**src/core/gyro_spi_pkg.sv**
```systemverilog
package gyro_spi_pkg;
    // ------------------------------------------------------------
    // Frame layout
    // ------------------------------------------------------------
    localparam int FRAME_BITS = 16;
    localparam int ADDR_BITS = 6;
    localparam int BYTE_BITS = 8;
    localparam int BIT_CNT_W = 5;
    localparam logic [4:0] LAST_BIT = 5'h0F;
    localparam int WR_BIT = 15;
    localparam int ZERO_BIT = 14;
    localparam int ADDR_MSB = 13;
    localparam int ADDR_LSB = 8;
    // ------------------------------------------------------------
    // Output register word addresses (upper byte address drops bit 0)
    // ------------------------------------------------------------
    localparam logic [5:0] ADDR_FLASH_COUNT = 6'h00;
    localparam logic [5:0] ADDR_SUPPLY = 6'h02;
    localparam logic [5:0] ADDR_RATE = 6'h04;
    localparam logic [5:0] ADDR_AUX = 6'h0A;
    localparam logic [5:0] ADDR_TEMP = 6'h0C;
    localparam logic [5:0] ADDR_ANGLE = 6'h0E;
    localparam logic [5:0] ADDR_CTRL_FIRST = 6'h14;
    localparam int NUM_CTRL = 22;
    // ------------------------------------------------------------
    // Output word fields
    // ------------------------------------------------------------
    localparam int FRESH_BIT = 15;
    localparam int ALARM_BIT = 14;
    localparam int WIDE_W = 14;
    localparam int NARROW_W = 12;
    localparam logic [13:0] RATE_POS_MAX = 14'h1FFF;
    localparam logic [13:0] RATE_NEG_MIN = 14'h2000;
    localparam logic [15:0] WORD_ZERO = 16'h0000;
    // Link clock divider: half period in sys_clk cycles
    localparam int SCLK_HALF_CYC = 4;
    // Output channels tracked for fresh data
    localparam int NUM_OUT = 5;
endpackage

```
**src/core/gyro_spi_if.sv**
```systemverilog
interface gyro_spi_if;
    logic cs_n;
    logic sclk;
    logic din;
    logic dout;
    logic dout_oe;
    modport device (input cs_n, input sclk, input din, output dout, output dout_oe);
    modport master (output cs_n, output sclk, output din, input dout, input dout_oe);
endinterface

```
**src/core/gyro_spi_device.sv**
```systemverilog
// Functional notes
// - Registers 16 bits, two 6-bit byte addresses
// - Chip select high: output off, inputs ignored
// - Master frames transfers with chip select low
// - Frame is 16 clocks, full duplex
// - Write: 1, 0, address, data byte
// - One write frame changes one byte
// - Read: 00, address, eight don't-care bits
// - Either byte address returns full word
// - Read data shifts out next frame
// - Output data refreshed at own rate
// - Bit 15 fresh flag, cleared on read
// - Bit 14 error/alarm flag
// - Values in bits 13..0 or 11..0
// - Flash count is plain 16-bit count
// - Rate 14-bit two's complement, saturated
// - Aux input 12-bit at 0x0B/0x0A
// - Master configures via control byte writes
// - Angle integrates rate, cleared on null/reset
module gyro_spi_device #(
    parameter int CTRL_REGS = gyro_spi_pkg::NUM_CTRL
) (
    // Clock and reset
    input wire logic sys_clk,
    input wire logic rst_n,
    // Serial link
    gyro_spi_if.device spi,
    // Sensor side
    input wire logic sample_stb,
    input wire logic [15:0] rate_raw,
    input wire logic [11:0] supply_raw,
    input wire logic [11:0] temp_raw,
    input wire logic [11:0] aux_raw,
    input wire logic [15:0] flash_count,
    input wire logic alarm_in,
    input wire logic null_cmd,
    // Control write strobe to the rest of the chip
    output logic wr_stb,
    output logic [5:0] wr_addr,
    output logic [7:0] wr_data
);
    // ------------------------------------------------------------
    // Input synchronisers
    // ------------------------------------------------------------
    logic [1:0] cs_s_r, sclk_s_r, din_s_r;
    logic sclk_d_r;
    // Second stage only feeds logic
    always_ff @(posedge sys_clk) begin
        if (!rst_n) begin
            cs_s_r <= 2'h3;
            sclk_s_r <= 2'h3;
            din_s_r <= 2'h0;
            sclk_d_r <= 1'b1;
        end else begin
            cs_s_r <= {cs_s_r[0], spi.cs_n};
            sclk_s_r <= {sclk_s_r[0], spi.sclk};
            din_s_r <= {din_s_r[0], spi.din};
            sclk_d_r <= sclk_s_r[1];
        end
    end

    logic sel, rise, fall;
    assign sel = !cs_s_r[1];
    assign rise = sel && sclk_s_r[1] && !sclk_d_r;
    assign fall = sel && !sclk_s_r[1] && sclk_d_r;

    // ------------------------------------------------------------
    // Output data registers
    // ------------------------------------------------------------
    logic [13:0] rate_r, angle_r;
    logic [11:0] supply_r, temp_r, aux_r;
    logic [gyro_spi_pkg::NUM_OUT-1:0] fresh_r;
    logic [gyro_spi_pkg::NUM_OUT-1:0] read_clr;
    logic [13:0] rate_sat;

    // Saturate 16-bit signed raw rate to 14 bits
    always_comb begin
        if (!rate_raw[15] && rate_raw[14:13] != 2'h0)
            rate_sat = gyro_spi_pkg::RATE_POS_MAX;
        else if (rate_raw[15] && rate_raw[14:13] != 2'h3)
            rate_sat = gyro_spi_pkg::RATE_NEG_MIN;
        else
            rate_sat = rate_raw[13:0];
    end

    // Sample capture independent of reads
    always_ff @(posedge sys_clk) begin
        if (!rst_n) begin
            rate_r <= 14'h0000;
            supply_r <= 12'h000;
            temp_r <= 12'h000;
            aux_r <= 12'h000;
        end else if (sample_stb) begin
            rate_r <= rate_sat;
            supply_r <= supply_raw;
            temp_r <= temp_raw;
            aux_r <= aux_raw;
        end
    end

    // Angle integrator; wraps, so hosts take differences
    always_ff @(posedge sys_clk) begin
        if (!rst_n || null_cmd)
            angle_r <= 14'h0000;
        else if (sample_stb)
            angle_r <= angle_r + rate_sat;
    end

    // Per-register fresh flags; a new sample wins over a read
    always_ff @(posedge sys_clk) begin
        if (!rst_n)
            fresh_r <= '0;
        else if (sample_stb)
            fresh_r <= '1;
        else
            fresh_r <= fresh_r & ~read_clr;
    end

    // ------------------------------------------------------------
    // Frame shifter
    // ------------------------------------------------------------
    logic [4:0] bit_cnt_r;
    logic [15:0] rx_r, tx_r;
    logic [15:0] rx_full;
    logic dout_r, oe_r;
    logic [5:0] rd_addr;
    logic [15:0] rd_word;
    logic frame_end;
    assign rx_full = {rx_r[14:0], din_s_r[1]};
    assign frame_end = rise && bit_cnt_r == gyro_spi_pkg::LAST_BIT;
    assign rd_addr = {rx_full[gyro_spi_pkg::ADDR_MSB:gyro_spi_pkg::ADDR_LSB+1], 1'b0};

    // Word returned for a read request
    always_comb begin
        read_clr = '0;
        unique case (rd_addr)
            gyro_spi_pkg::ADDR_FLASH_COUNT: rd_word = flash_count;
            gyro_spi_pkg::ADDR_SUPPLY: begin
                rd_word = {fresh_r[0], alarm_in, 2'h0, supply_r};
                read_clr[0] = 1'b1;
            end
            gyro_spi_pkg::ADDR_RATE: begin
                rd_word = {fresh_r[1], alarm_in, rate_r};
                read_clr[1] = 1'b1;
            end
            gyro_spi_pkg::ADDR_AUX: begin
                rd_word = {fresh_r[2], alarm_in, 2'h0, aux_r};
                read_clr[2] = 1'b1;
            end
            gyro_spi_pkg::ADDR_TEMP: begin
                rd_word = {fresh_r[3], alarm_in, 2'h0, temp_r};
                read_clr[3] = 1'b1;
            end
            gyro_spi_pkg::ADDR_ANGLE: begin
                rd_word = {fresh_r[4], alarm_in, angle_r};
                read_clr[4] = 1'b1;
            end
            default: rd_word = gyro_spi_pkg::WORD_ZERO;
        endcase
        // Only a completed read frame clears a flag
        if (!(frame_end && !rx_full[gyro_spi_pkg::WR_BIT]))
            read_clr = '0;
    end

    // Bit counter, restarts on every chip select
    always_ff @(posedge sys_clk) begin
        if (!rst_n || !sel)
            bit_cnt_r <= 5'h00;
        else if (frame_end)
            bit_cnt_r <= 5'h00;
        else if (rise)
            bit_cnt_r <= bit_cnt_r + 5'h01;
    end

    // Receive shifter, MSB first on rising edge
    always_ff @(posedge sys_clk) begin
        if (!rst_n)
            rx_r <= 16'h0000;
        else if (rise)
            rx_r <= rx_full;
    end

    // Transmit: load next word at frame end, shift on falling edge
    always_ff @(posedge sys_clk) begin
        if (!rst_n) begin
            tx_r <= 16'h0000;
            dout_r <= 1'b0;
        end else if (frame_end) begin
            tx_r <= rx_full[gyro_spi_pkg::WR_BIT] ? gyro_spi_pkg::WORD_ZERO : rd_word;
        end else if (fall) begin
            dout_r <= tx_r[gyro_spi_pkg::FRAME_BITS-1];
            tx_r <= {tx_r[14:0], 1'b0};
        end
    end

    // Drive the output only while selected
    always_ff @(posedge sys_clk) begin
        if (!rst_n)
            oe_r <= 1'b0;
        else
            oe_r <= sel;
    end
    assign spi.dout = dout_r;
    assign spi.dout_oe = oe_r;

    // Write strobe: one byte per frame
    always_ff @(posedge sys_clk) begin
        if (!rst_n) begin
            wr_stb <= 1'b0;
            wr_addr <= 6'h00;
            wr_data <= 8'h00;
        end else begin
            wr_stb <= frame_end && rx_full[gyro_spi_pkg::WR_BIT] && !rx_full[gyro_spi_pkg::ZERO_BIT];
            if (frame_end) begin
                wr_addr <= rx_full[gyro_spi_pkg::ADDR_MSB:gyro_spi_pkg::ADDR_LSB];
                wr_data <= rx_full[gyro_spi_pkg::BYTE_BITS-1:0];
            end
        end
    end
endmodule // gyro_spi_device

```
**src/flat_wrapper.sv**
```systemverilog
// flat-port wrapper written by rule: the top's interface ports become plain ports
module gyro_spi_device_flat 
#(
    parameter int CTRL_REGS = gyro_spi_pkg::NUM_CTRL
)
  (sys_clk, rst_n, sample_stb, rate_raw, supply_raw, temp_raw, aux_raw, flash_count, alarm_in, null_cmd, wr_stb, wr_addr, wr_data, spi_cs_n, spi_sclk, spi_din, spi_dout, spi_dout_oe);
  gyro_spi_if spi_i ();
  input wire logic sys_clk;
  input wire logic rst_n;
  input wire logic sample_stb;
  input wire logic [15:0] rate_raw;
  input wire logic [11:0] supply_raw;
  input wire logic [11:0] temp_raw;
  input wire logic [11:0] aux_raw;
  input wire logic [15:0] flash_count;
  input wire logic alarm_in;
  input wire logic null_cmd;
  output logic wr_stb;
  output logic [5:0] wr_addr;
  output logic [7:0] wr_data;
  input wire logic [$bits(spi_i.cs_n)-1:0] spi_cs_n;
  input wire logic [$bits(spi_i.sclk)-1:0] spi_sclk;
  input wire logic [$bits(spi_i.din)-1:0] spi_din;
  output wire logic [$bits(spi_i.dout)-1:0] spi_dout;
  output wire logic [$bits(spi_i.dout_oe)-1:0] spi_dout_oe;
  assign spi_i.cs_n = spi_cs_n;
  assign spi_i.sclk = spi_sclk;
  assign spi_i.din = spi_din;
  assign spi_dout = spi_i.dout;
  assign spi_dout_oe = spi_i.dout_oe;
  gyro_spi_device #(.CTRL_REGS(CTRL_REGS)) u_core (.sys_clk(sys_clk), .rst_n(rst_n), .spi(spi_i), .sample_stb(sample_stb), .rate_raw(rate_raw), .supply_raw(supply_raw), .temp_raw(temp_raw), .aux_raw(aux_raw), .flash_count(flash_count), .alarm_in(alarm_in), .null_cmd(null_cmd), .wr_stb(wr_stb), .wr_addr(wr_addr), .wr_data(wr_data));
endmodule
```
**config.mk**
```make
export PLATFORM = sky130hd
export DESIGN_NAME = gyro_spi_device_flat
export DESIGN_NICKNAME = d
export VERILOG_FILES = /design/src/core/gyro_spi_pkg.sv /design/src/core/gyro_spi_if.sv /design/src/core/gyro_spi_device.sv /design/src/flat_wrapper.sv
export SDC_FILE = /design/constraint.sdc
export NUM_CORES = 1
export LEC_CHECK = 0
export BUFFER_PORTS_ARGS = -buffer_cell sky130_fd_sc_hd__buf_2
export CAP_MARGIN = 25
export CORE_MARGIN = 4
export CORE_UTILIZATION = 45
export CTS_CLUSTER_DIAMETER = 80
export CTS_CLUSTER_SIZE = 28
export DETAILED_ROUTE_END_ITERATION = 7
export GPL_TIMING_DRIVEN = 0
export PLACE_DENSITY = 0.67
export SKIP_LAST_GASP = 1
export SLEW_MARGIN = 10
export SYNTH_ARGS = -nofsm -noshare
export SYNTH_HDL_FRONTEND = slang
export SYNTH_SLANG_ARGS = --single-unit
```
**constraint.sdc**
```tcl
create_clock -name sys_clk -period 4.8 [get_ports sys_clk]
set_clock_uncertainty 0.1 [all_clocks]
set_input_delay 1.2 -clock sys_clk [delete_from_list [all_inputs] [get_ports sys_clk]]
set_output_delay 1.2 -clock sys_clk [all_outputs]
set_load 0.01 [all_outputs]
```
## Word level (Yosys, flattened, before mapping)

Index checks and enable logic that the tools add are counted.

| operators by class | value |
|---|---|
| reductions and logical operators | 24 |
| equal/unequal tests | 7 |
| add/subtract/negate cells | 2 |
| multiplexer cells | 13 |
| bitwise operators | 3 |

Operators with widths:

| cell | count |
|---|---|
| 16-bit one-hot mux with 6 select lines | 1 |
| 16-bit 2-to-1 mux | 3 |
| 14-bit 2-to-1 mux | 2 |
| 5-bit by 3-bit equality test with 1-bit output (second input constant) | 3 |
| 14-bit adder | 1 |
| 1-bit logical AND | 10 |
| 5-bit 2-to-1 mux | 2 |
| 1-bit logical NOT | 7 |
| 6-bit logical NOT | 1 |
| 5-bit by 1-bit adder with 5-bit output (second input constant) | 1 |
| 5-bit bitwise AND | 1 |
| 5-bit by 1-bit equality test with 1-bit output (second input constant) | 1 |
| 5-bit by 2-bit equality test with 1-bit output (second input constant) | 1 |
| 5-bit by 4-bit equality test with 1-bit output (second input constant) | 1 |
| 1-bit 2-to-1 mux | 5 |
| 5-bit NOT | 1 |
| 2-bit nonzero test | 2 |
| 1-bit logical OR | 2 |
| 2-bit != test (second input constant) | 1 |
| 2-bit AND reduction | 1 |
| 2-bit OR reduction | 1 |
| 1-bit NOT | 1 |

| storage, ports and cells | value |
|---|---|
| register bits | 129 |
| logic and storage cells | 67 |
| output and inout bits | 17 |

## Logic depth before layout (Yosys ltp)

Gate-level depths: netlist (run 1).

| depth | value |
|---|---|
| word-level depth | 9 |
| gate-level depth with buffers | 13 |

## Worst setup path after synthesis (run 1)

OpenSTA, ideal clock, no wires.

| timing | value |
|---|---|
| path kind | input to register |
| start | input rate_raw[15] |
| end | register u_core.angle_r[12] |
| buffers on the path | 1 |
| arrival time | 3.649 ns |
| setup slack | 0.928 ns |
| required time | 4.577 ns |
| stages on the path | 11 |
| cell sequence | a21boi_0 clkbuf_1 nor2_1 ha_1 fa_1 a211oi_1 nor2_1 a311o_1 o21ai_0 xor2_1 o21ai_0 |

| on the way | value |
|---|---|
| word-level cells in the longest chain between the ends | 4 |
| elaborated cells on any way between the ends | 6 |
| those cells by class | add/sub (1); mux (2); reduce/logical (3) |

Ends and longest elaborated chain:

| what | RTL line | source |
|---|---|---|
| start: declaration | flat_wrapper.sv:11 | `input wire logic [15:0] rate_raw;` |
| 1-bit logical AND or 1-bit logical NOT (tied branches) | gyro_spi_device.sv:80, gyro_spi_device.sv:78 |  |
| 14-bit 2-to-1 mux or 1-bit logical AND (tied branches) | gyro_spi_device.sv:80, gyro_spi_device.sv:78 |  |
| 14-bit 2-to-1 mux (*) | gyro_spi_device.sv:78 | `if (!rate_raw[15] && rate_raw[14:13] != 2'h0)` |
| net u_core.rate_sat[0] | gyro_spi_device.sv:74 | `logic [13:0] rate_sat;` |
| 14-bit adder (*) | gyro_spi_device.sv:106 | `angle_r <= angle_r + rate_sat;` |
| end signal: assignment | gyro_spi_device.sv:106 |  |
| end: declaration | gyro_spi_device.sv:70 | `logic [13:0] rate_r, angle_r;` |

Mark *: on every way through the listed nets, which the timed path passes. The rest lies on a longest branch.
A chain may end at the register's enable or synchronous reset.

## Worst setup path after layout (run 1)

Ends and elaborated chain as after synthesis.

==> out/qor.txt, run 1 <==
Status - complete, no violations
Skew-Pair Late Insertion Delay - 0.42 ns
Busiest metal layer after global routing - met2
Met3 GRT Util - 5.71%
Seq cells post-synth - 129
Antenna violations before repair - 0
Hold Crit Start - u_core.cs_s_r[0]
Non-filler cells, final - 985
Avg Inst Size Synth - 8.44 sq um
Initial Util - 46.1%
Cts bufs inserted - 17
TritonCTS clock tree - built
Setup TNS - 0 ns
R2R Path End - u_core.angle_r[12]
Yosys warns - 0
Pwr/cell area - 387 nW/um^2
Rel. slew slack - 54.4%
Reg2reg path depth - 8
Vias in the first global route - 5,295
Worst-margin pin slew - 0.684 ns
CTS Buffer Depth - 2
Pleak - 2.94 nW
DRT iter0 DRCs - 417
Asr flop ratio synth - 0%
Die X - 122 um
Clk sinks - 129
Fmax - 0.244 GHz
Endpoints failing setup - 0
PostCTS Resize Cnt - 0
Family with the most delay on the worst path - compound AO/OA/AOI/OAI gates
Worst Path Required - 5.00 ns
Syn-to-layout area delta - 22.5%
Min-delay worst type - flop to flop
Die Ht - 122 um
Die ar. - 14,800 sq um
Reg-to-reg startpoint - u_core.angle_r[0]
Synth Cell Area - 5820 sq um
Met2 GRT Util - 37.3%
Largest net degree at the start of global routing - 17
GRT Total Usage - 23.1%
Final wirelength - 16.4 mm
CP Max Fanout - 10
Post-layout min period - 4.10 ns
Worst Hold Path Cells - 1
CTS root buf - clkbuf_16
Hold EP - u_core.cs_s_r[1]
CTS H-tree depth - 4
Layout Nets - 892
Setup ws final - 0.697 ns
Site Rows - 41
Worst path slowest cell - fa_1
# IOs - 93
Postcts setup bufs - 0
R2R setup slack - 2.27 ns
Power, Total - 2.76 mW
Core area - 12,600 sq um
Critical path arrival - 4.30 ns
Synth area leader - dfxtp_1
Critical Path Source Type - primary input
Worst path max stage delay - 0.47 ns
Total number of vias - 5,414
Critical Path Sink Type - flop
Post-synth EDFFs - 0
CP Cell Sequence - buf_2 -> a21boi_0 -> clkbuf_1 -> nor2_1 -> ha_1 -> fa_1 -> a211oi_1 -> nor2_1 -> a311o_1 -> o21ai_0 -> xor2_1 -> o21ai_0
Final core occ - 56.5%
Slew Limit Fails - 0
Avg WL per Cell - 16.6 um
Dpl cells - 953
IO buf count - 92
Residual DRC - 0
Main flop type after synthesis - dfxtp_1
Worst path bufs/invs - 2
First-pass GRT wire length - 26.5 mm
Pre-CTS setup slack - 0.309 ns
Hold-fix buffers, CTS - 0
Setup CP Type - primary input to flop
Via/cell ratio - 5.50
Met1 Usage GRT - 29.4%
Antenna diodes - 0
Post-route ant nets - 0
Post-synthesis sequential area ratio - 44.4%
Synth top area share - 44.4%
Top cells by area, synth - dfxtp_1 44%, mux2i_1 9.5%, nand2_1 7.4%, nor2_1 7.2%, a22oi_1 5.2%
DR pass1 iterations - 5
Final hold violation count - 0
Post-synth cell types - 49
Global route overflow - 0
Max cap viols - 0
Final period util - 85.5%
Mapped Nets - 781
Layout cells sized above 1 - 18.3%
VDD IR max - 0.278 mV
GP Congestion - 0.911
Dpl hpwl - 12.3 mm
RSZ-0062 raised after global routing - no
Synthesized instance count - 689
Clock-pin slew on the worst setup and hold paths - 0.05 ns
==> kinds of logic after synthesis <==
kind of cell / share of synthesized area, %
flip-flops: 44.4
AO/OA/AOI/OAI: 16.6
AND/OR/NAND/NOR: 20.6
buffers and inverters: 3.61
XOR/XNOR: 1.81
adder cells (fa/ha/maj): 3.57
multiplexers: 9.47
==> worst max-delay path by stage <==
stage | start | endpoint | slack, ns | depth (start not counted)
after CTS | rate_raw[15] | u_core.angle_r[12] | 0.74 | 12
after global placement | rate_raw[15] | u_core.angle_r[12] | 0.40 | 12
after global routing | rate_raw[15] | u_core.angle_r[12] | 0.42 | 12
after detailed placement | rate_raw[15] | u_core.angle_r[12] | 0.31 | 12
after floorplan | rate_raw[15] | u_core.angle_r[12] | 0.93 | 11
final | rate_raw[15] | u_core.angle_r[12] | 0.70 | 12
==> metal layers <==
| metal | vias to the layer above | wire, um |
|---|---|---|
| li1 | 2626 | - |
| met1 | 2530 | 7120 |
| met2 | 224 | 7770 |
| met3 | 34 | 1040 |
| met4 | 0 | 458 |
| met5 | - | 0 |
==> sequential cells by signal, indices dropped and copies added, names as in the netlist <==
register            flops
u_core.rate_r          14
u_core.spi.dout_oe      1
u_core.din_s_r          2
u_core.wr_data          8
u_core.sclk_s_r         2
u_core.spi.dout         1
u_core.sclk_d_r         1
u_core.supply_r        12
u_core.bit_cnt_r        5
u_core.cs_s_r           2
u_core.aux_r           12
u_core.wr_stb           1
u_core.wr_addr          6
u_core.tx_r            16
u_core.fresh_r          5
u_core.rx_r            15
u_core.angle_r         14
u_core.temp_r          12
==> where the power goes <==
| part | internal (mW) | switching (mW) |
|---|---|---|
| clock | 0.931 | 0.468 |
| sequential | 1.11 | 0.0256 |
| combinational | 0.0976 | 0.129 |
| total | 2.14 | 0.623 |
==> cell type report <==
| cell class | instances | area, sq um |
|---|---|---|
| buffer | 44 | 199 |
| sequential | 129 | 2580 |
| inverter | 3 | 11.3 |
| fill | 1181 | 5490 |
| clock inverter | 11 | 185 |
| tap | 172 | 215 |
| clock buffer | 21 | 450 |
| timing repair buffer | 92 | 460 |
| multi-input combinational | 513 | 3020 |
==> Yosys cell counts, drive strengths merged, types with 2 or more instances <==
cell type	n
nor4	2
a22oi	40
inv	3
nand2	115
xnor2	6
nor2b	2
nand3b	2
clkbuf	26
o22ai	2
buf	18
nor2	112
a31oi	14
nor3	5
a222oi	2
a311oi	2
a211oi	8
ha	15
a21oi	48
nand2b	13
xor2	6
o21ai	31
or2	2
and2	2
a21o	2
dfxtp	129
nand3	14
mux2i	55
==> layout by cell type, fill, tap and decap left out, types with 7 or more instances in the layout <==
| cell | netlist | final |
|---|---|---|
| dfxtp_1 | 129 | 129 |
| nand2_1 | 115 | 115 |
| nor2_1 | 111 | 111 |
| buf_2 | 12 | 104 |
| mux2i_1 | 55 | 55 |
| a21oi_1 | 48 | 48 |
| a22oi_1 | 40 | 40 |
| o21ai_0 | 30 | 30 |
| clkbuf_1 | 26 | 29 |
| clkbuf_16 | 0 | 17 |
| ha_1 | 15 | 15 |
| nand3_1 | 14 | 14 |
| a31oi_1 | 14 | 14 |
| nand2b_1 | 13 | 13 |
| a211oi_1 | 7 | 7 |
==> through the flow <==
stage / instance area [sq um] / hold slack [ns]
4_1_cts: 7130 / 0.310
5_1_grt: 7130 / 0.331
2_1_floorplan: 5820 / 0.286
3_5_place_dp: 6490 / 0.298
6_report: 7130 / 0.307
3_3_place_gp: 6490 / 0.291
No activity file was read; power rests on OpenSTA's default activity.
==> inputs of run 2 (changes only) <==
Settings changed: GPL_TIMING_DRIVEN 0 to 1, PLACE_DENSITY 0.67 to 0.69.
Clock period 4.8 ns to 3.4 ns, I/O delays scaled along.
==> run 2 against run 1 <==
Sequential share of layout area up 0.79 points. Sequential power rose by 41%. Power increased by 31%. Worst hold slack worse by 0.0038 ns. Via count shrank 2.3%. Sequential cell count did not move. Setup slack got worse by 0.27 ns. Combinational power rose by 38%. Count of clock-buffer cells in the layout fell by 1. Critical endpoint is now u_core.angle_r[13].
==> out/qor.txt, run 2 (synthesis gave the netlist of run 1 again) <==
Clock network fraction of total power - 46.8% (-3.9 points)
Dpl hpwl - 11.2 mm (-9.1%)
R2R setup slack - 0.97 ns (-1.30 ns)
Min-delay worst type - flop to flop
Final wirelength - 15.6 mm (-4.6%)
RSZ-0062 raised after global routing - no
CTS root buf - clkbuf_16
Clk sinks - 129 (unchanged)
Reg power frac - 44.6% (+3.5 points)
Worst Path Required - 3.66 ns (-1.34 ns)
Post-route ant nets - 0 (unchanged)
CTS H-tree depth - 4 (unchanged)
Pleak - 2.88 nW (-2.1%)
DR pass1 iterations - 5 (unchanged)
GP Congestion - 0.988 (+8.4%)
PostCTS Resize Cnt - 0 (unchanged)
Fmax - 0.336 GHz
Syn-to-layout area delta - 19.9%
Status - complete, no violations
Combinational power share - 8.6% (+0.4 points)
Final period util - 87.4%
Setup CP Type - primary input to flop
Avg WL per Cell - 16.3 um (-1.9%)
Residual DRC - 0 (unchanged)
GRT Total Usage - 21.8% (-1.3 points)
Die Ht - 122 um (unchanged)
Pwr/cell area - 517 nW/um^2 (+33%)
Met3 GRT Util - 5.48% (-0.23 points)
Cts bufs inserted - 17 (unchanged)
Layout cells sized above 1 - 19.3% (+1.0 points)
Initial Util - 46.1% (unchanged)
TritonCTS clock tree - built
DRT iter0 DRCs - 423 (+1.4%)
Die X - 122 um (unchanged)
Skew-Pair Late Insertion Delay - 0.43 ns (about the same)
Switching pwr - 0.892 mW (+43%)
Die ar. - 14,800 sq um (unchanged)
Worst-margin pin slew - 0.994 ns (+0.310 ns)
Core area - 12,600 sq um (unchanged)
Vias in the first global route - 5,110 (-3.5%)
IO buf count - 92 (unchanged)
Met2 GRT Util - 37.9% (+0.59 points)
Most common cell after layout, fill and taps aside - dfxtp_1
Via/cell ratio - 5.52 (+0.48%)
Commonest cells after routing, fill and taps aside - 129 x dfxtp_1, 115 x nand2_1, 111 x nor2_1
Setup TNS - 0 ns (unchanged)
Rel. slew slack - 33.2% (-21 points)
# IOs - 93 (unchanged)
Global route overflow - 0 (unchanged)
Top reg by flops - u_core.tx_r
Site Rows - 41 (unchanged)
Max FFs per register - 16 (unchanged)
Met1 Usage GRT - 25.3% (-4.0 points)
Largest registers - u_core.tx_r: 16 flops, u_core.rx_r: 15 flops
VDD IR max - 0.333 mV (+20%)
Dpl cells - 926 (-2.8%)
Post-layout min period - 2.97 ns
Antenna diodes - 0 (unchanged)
Total number of vias - 5,291 (-2.3%)
Antenna violations before repair - 0 (unchanged)
Fillers - 1,169 (-1.0%)
Max cap viols - 0 (unchanged)
Critical path arrival - 3.23 ns (-1.07 ns)
Final hold violation count - 0 (unchanged)
Endpoints failing setup - 0 (unchanged)
Busiest metal layer after global routing - met2
Critical Path Sink Type - flop
Worst Hold Path Cells - 1 (unchanged)
CTS Buffer Depth - 2 (unchanged)
Slew Limit Fails - 0 (unchanged)
CP Max Fanout - 12 (+2)
Layout Nets - 865 (-3.0%)
Clock-pin slew on the worst setup and hold paths - 0.06 ns (about the same)
Largest net degree at the start of global routing - 35 (+18)
Postcts setup bufs - 0 (unchanged)
Reg2reg path depth - 8 (unchanged)
Hold-fix buffers, CTS - 0 (unchanged)
Sw Share - 24.8% (+2.2 points)
Critical Path Source Type - primary input
Non-filler cells, final - 958 (-2.7%)
Internal power - 2.71 mW (+27%)
First-pass GRT wire length - 25.0 mm (-5.7%)
-- run 2: cell count changes in the layout (fill, tap and decap cells not counted), moves of 2 or more --
cell,change
buf_6,-2
clkbuf_1,-26
buf_1,-3
buf_4,+17
buf_2,-13
inv_6,+2
clkinv_4,+3
bufinv_16,-4
-- run 2: path summary, 6_finish.rpt --
kind,start,endpoint
worst max-delay path,rate_raw[15],u_core.angle_r[13]
worst min-delay path,u_core.sclk_s_r[0],u_core.sclk_s_r[1]
worst max register to register,u_core.angle_r[0],u_core.angle_r[12]
worst min register to register,u_core.sclk_s_r[0],u_core.sclk_s_r[1]
-- run 2: stage by stage --
stage / cell area, sq um / hold WS, ns / total power [mW] / setup slack [ns] / utilization (%)
floorplan: 5820 / 0.286 / 1.83 / 0.0575 / -
global placement: 6430 / 0.298 / 1.93 / 0.0922 / 50.9
detailed placement: 6430 / 0.291 / 1.94 / 0.0406 / 50.9
CTS: 6980 / 0.305 / 3.63 / 0.483 / 55.3
global route: 6980 / 0.329 / 3.73 / 0.265 / 55.3
finish: 6980 / 0.303 / 3.60 / 0.427 / 55.3
-- run 2: cell type report --
cell class	count	area (sq um)	share of cell area, %
multi-input combinational	513	3030	43.4
sequential	129	2580	37.0
timing repair buffer	109	591	8.47
clock buffer	20	437	6.26
tap	172	215	3.09
clock inverter	12	111	1.60
inverter	3	11.3	0.161
-- run 2: worst max-delay path, cell delays in order --
cell and delay [ns]:
buf_2 0.10, a21boi_1 0.21, buf_4 0.22, nor2_1 0.08
ha_1 0.38, o21ai_0 0.13, o21ai_0 0.30, nand2_1 0.18
o21ai_0 0.30, mux2i_1 0.29, mux2i_1 0.19
-- run 2: power groups by stage --
stage	combinational, mW	clock (mW)	sequential, mW
final	0.312	1.69	1.61
after floorplan	0.209	0	1.62
after CTS	0.309	1.72	1.60
after global placement	0.298	0	1.63
after global routing	0.345	1.78	1.61
after detailed placement	0.306	0	1.64
-- run 2: layer usage --
| layer | wire length (um) | vias to the layer above | part of all wire (%) |
|---|---|---|---|
| li1 | - | 2556 | - |
| met1 | 6510 | 2517 | 42 |
| met2 | 7770 | 189 | 50 |
| met3 | 991 | 29 | 6.3 |
| met4 | 362 | 0 | 2.3 |
| met5 | 0 | - | 0 |
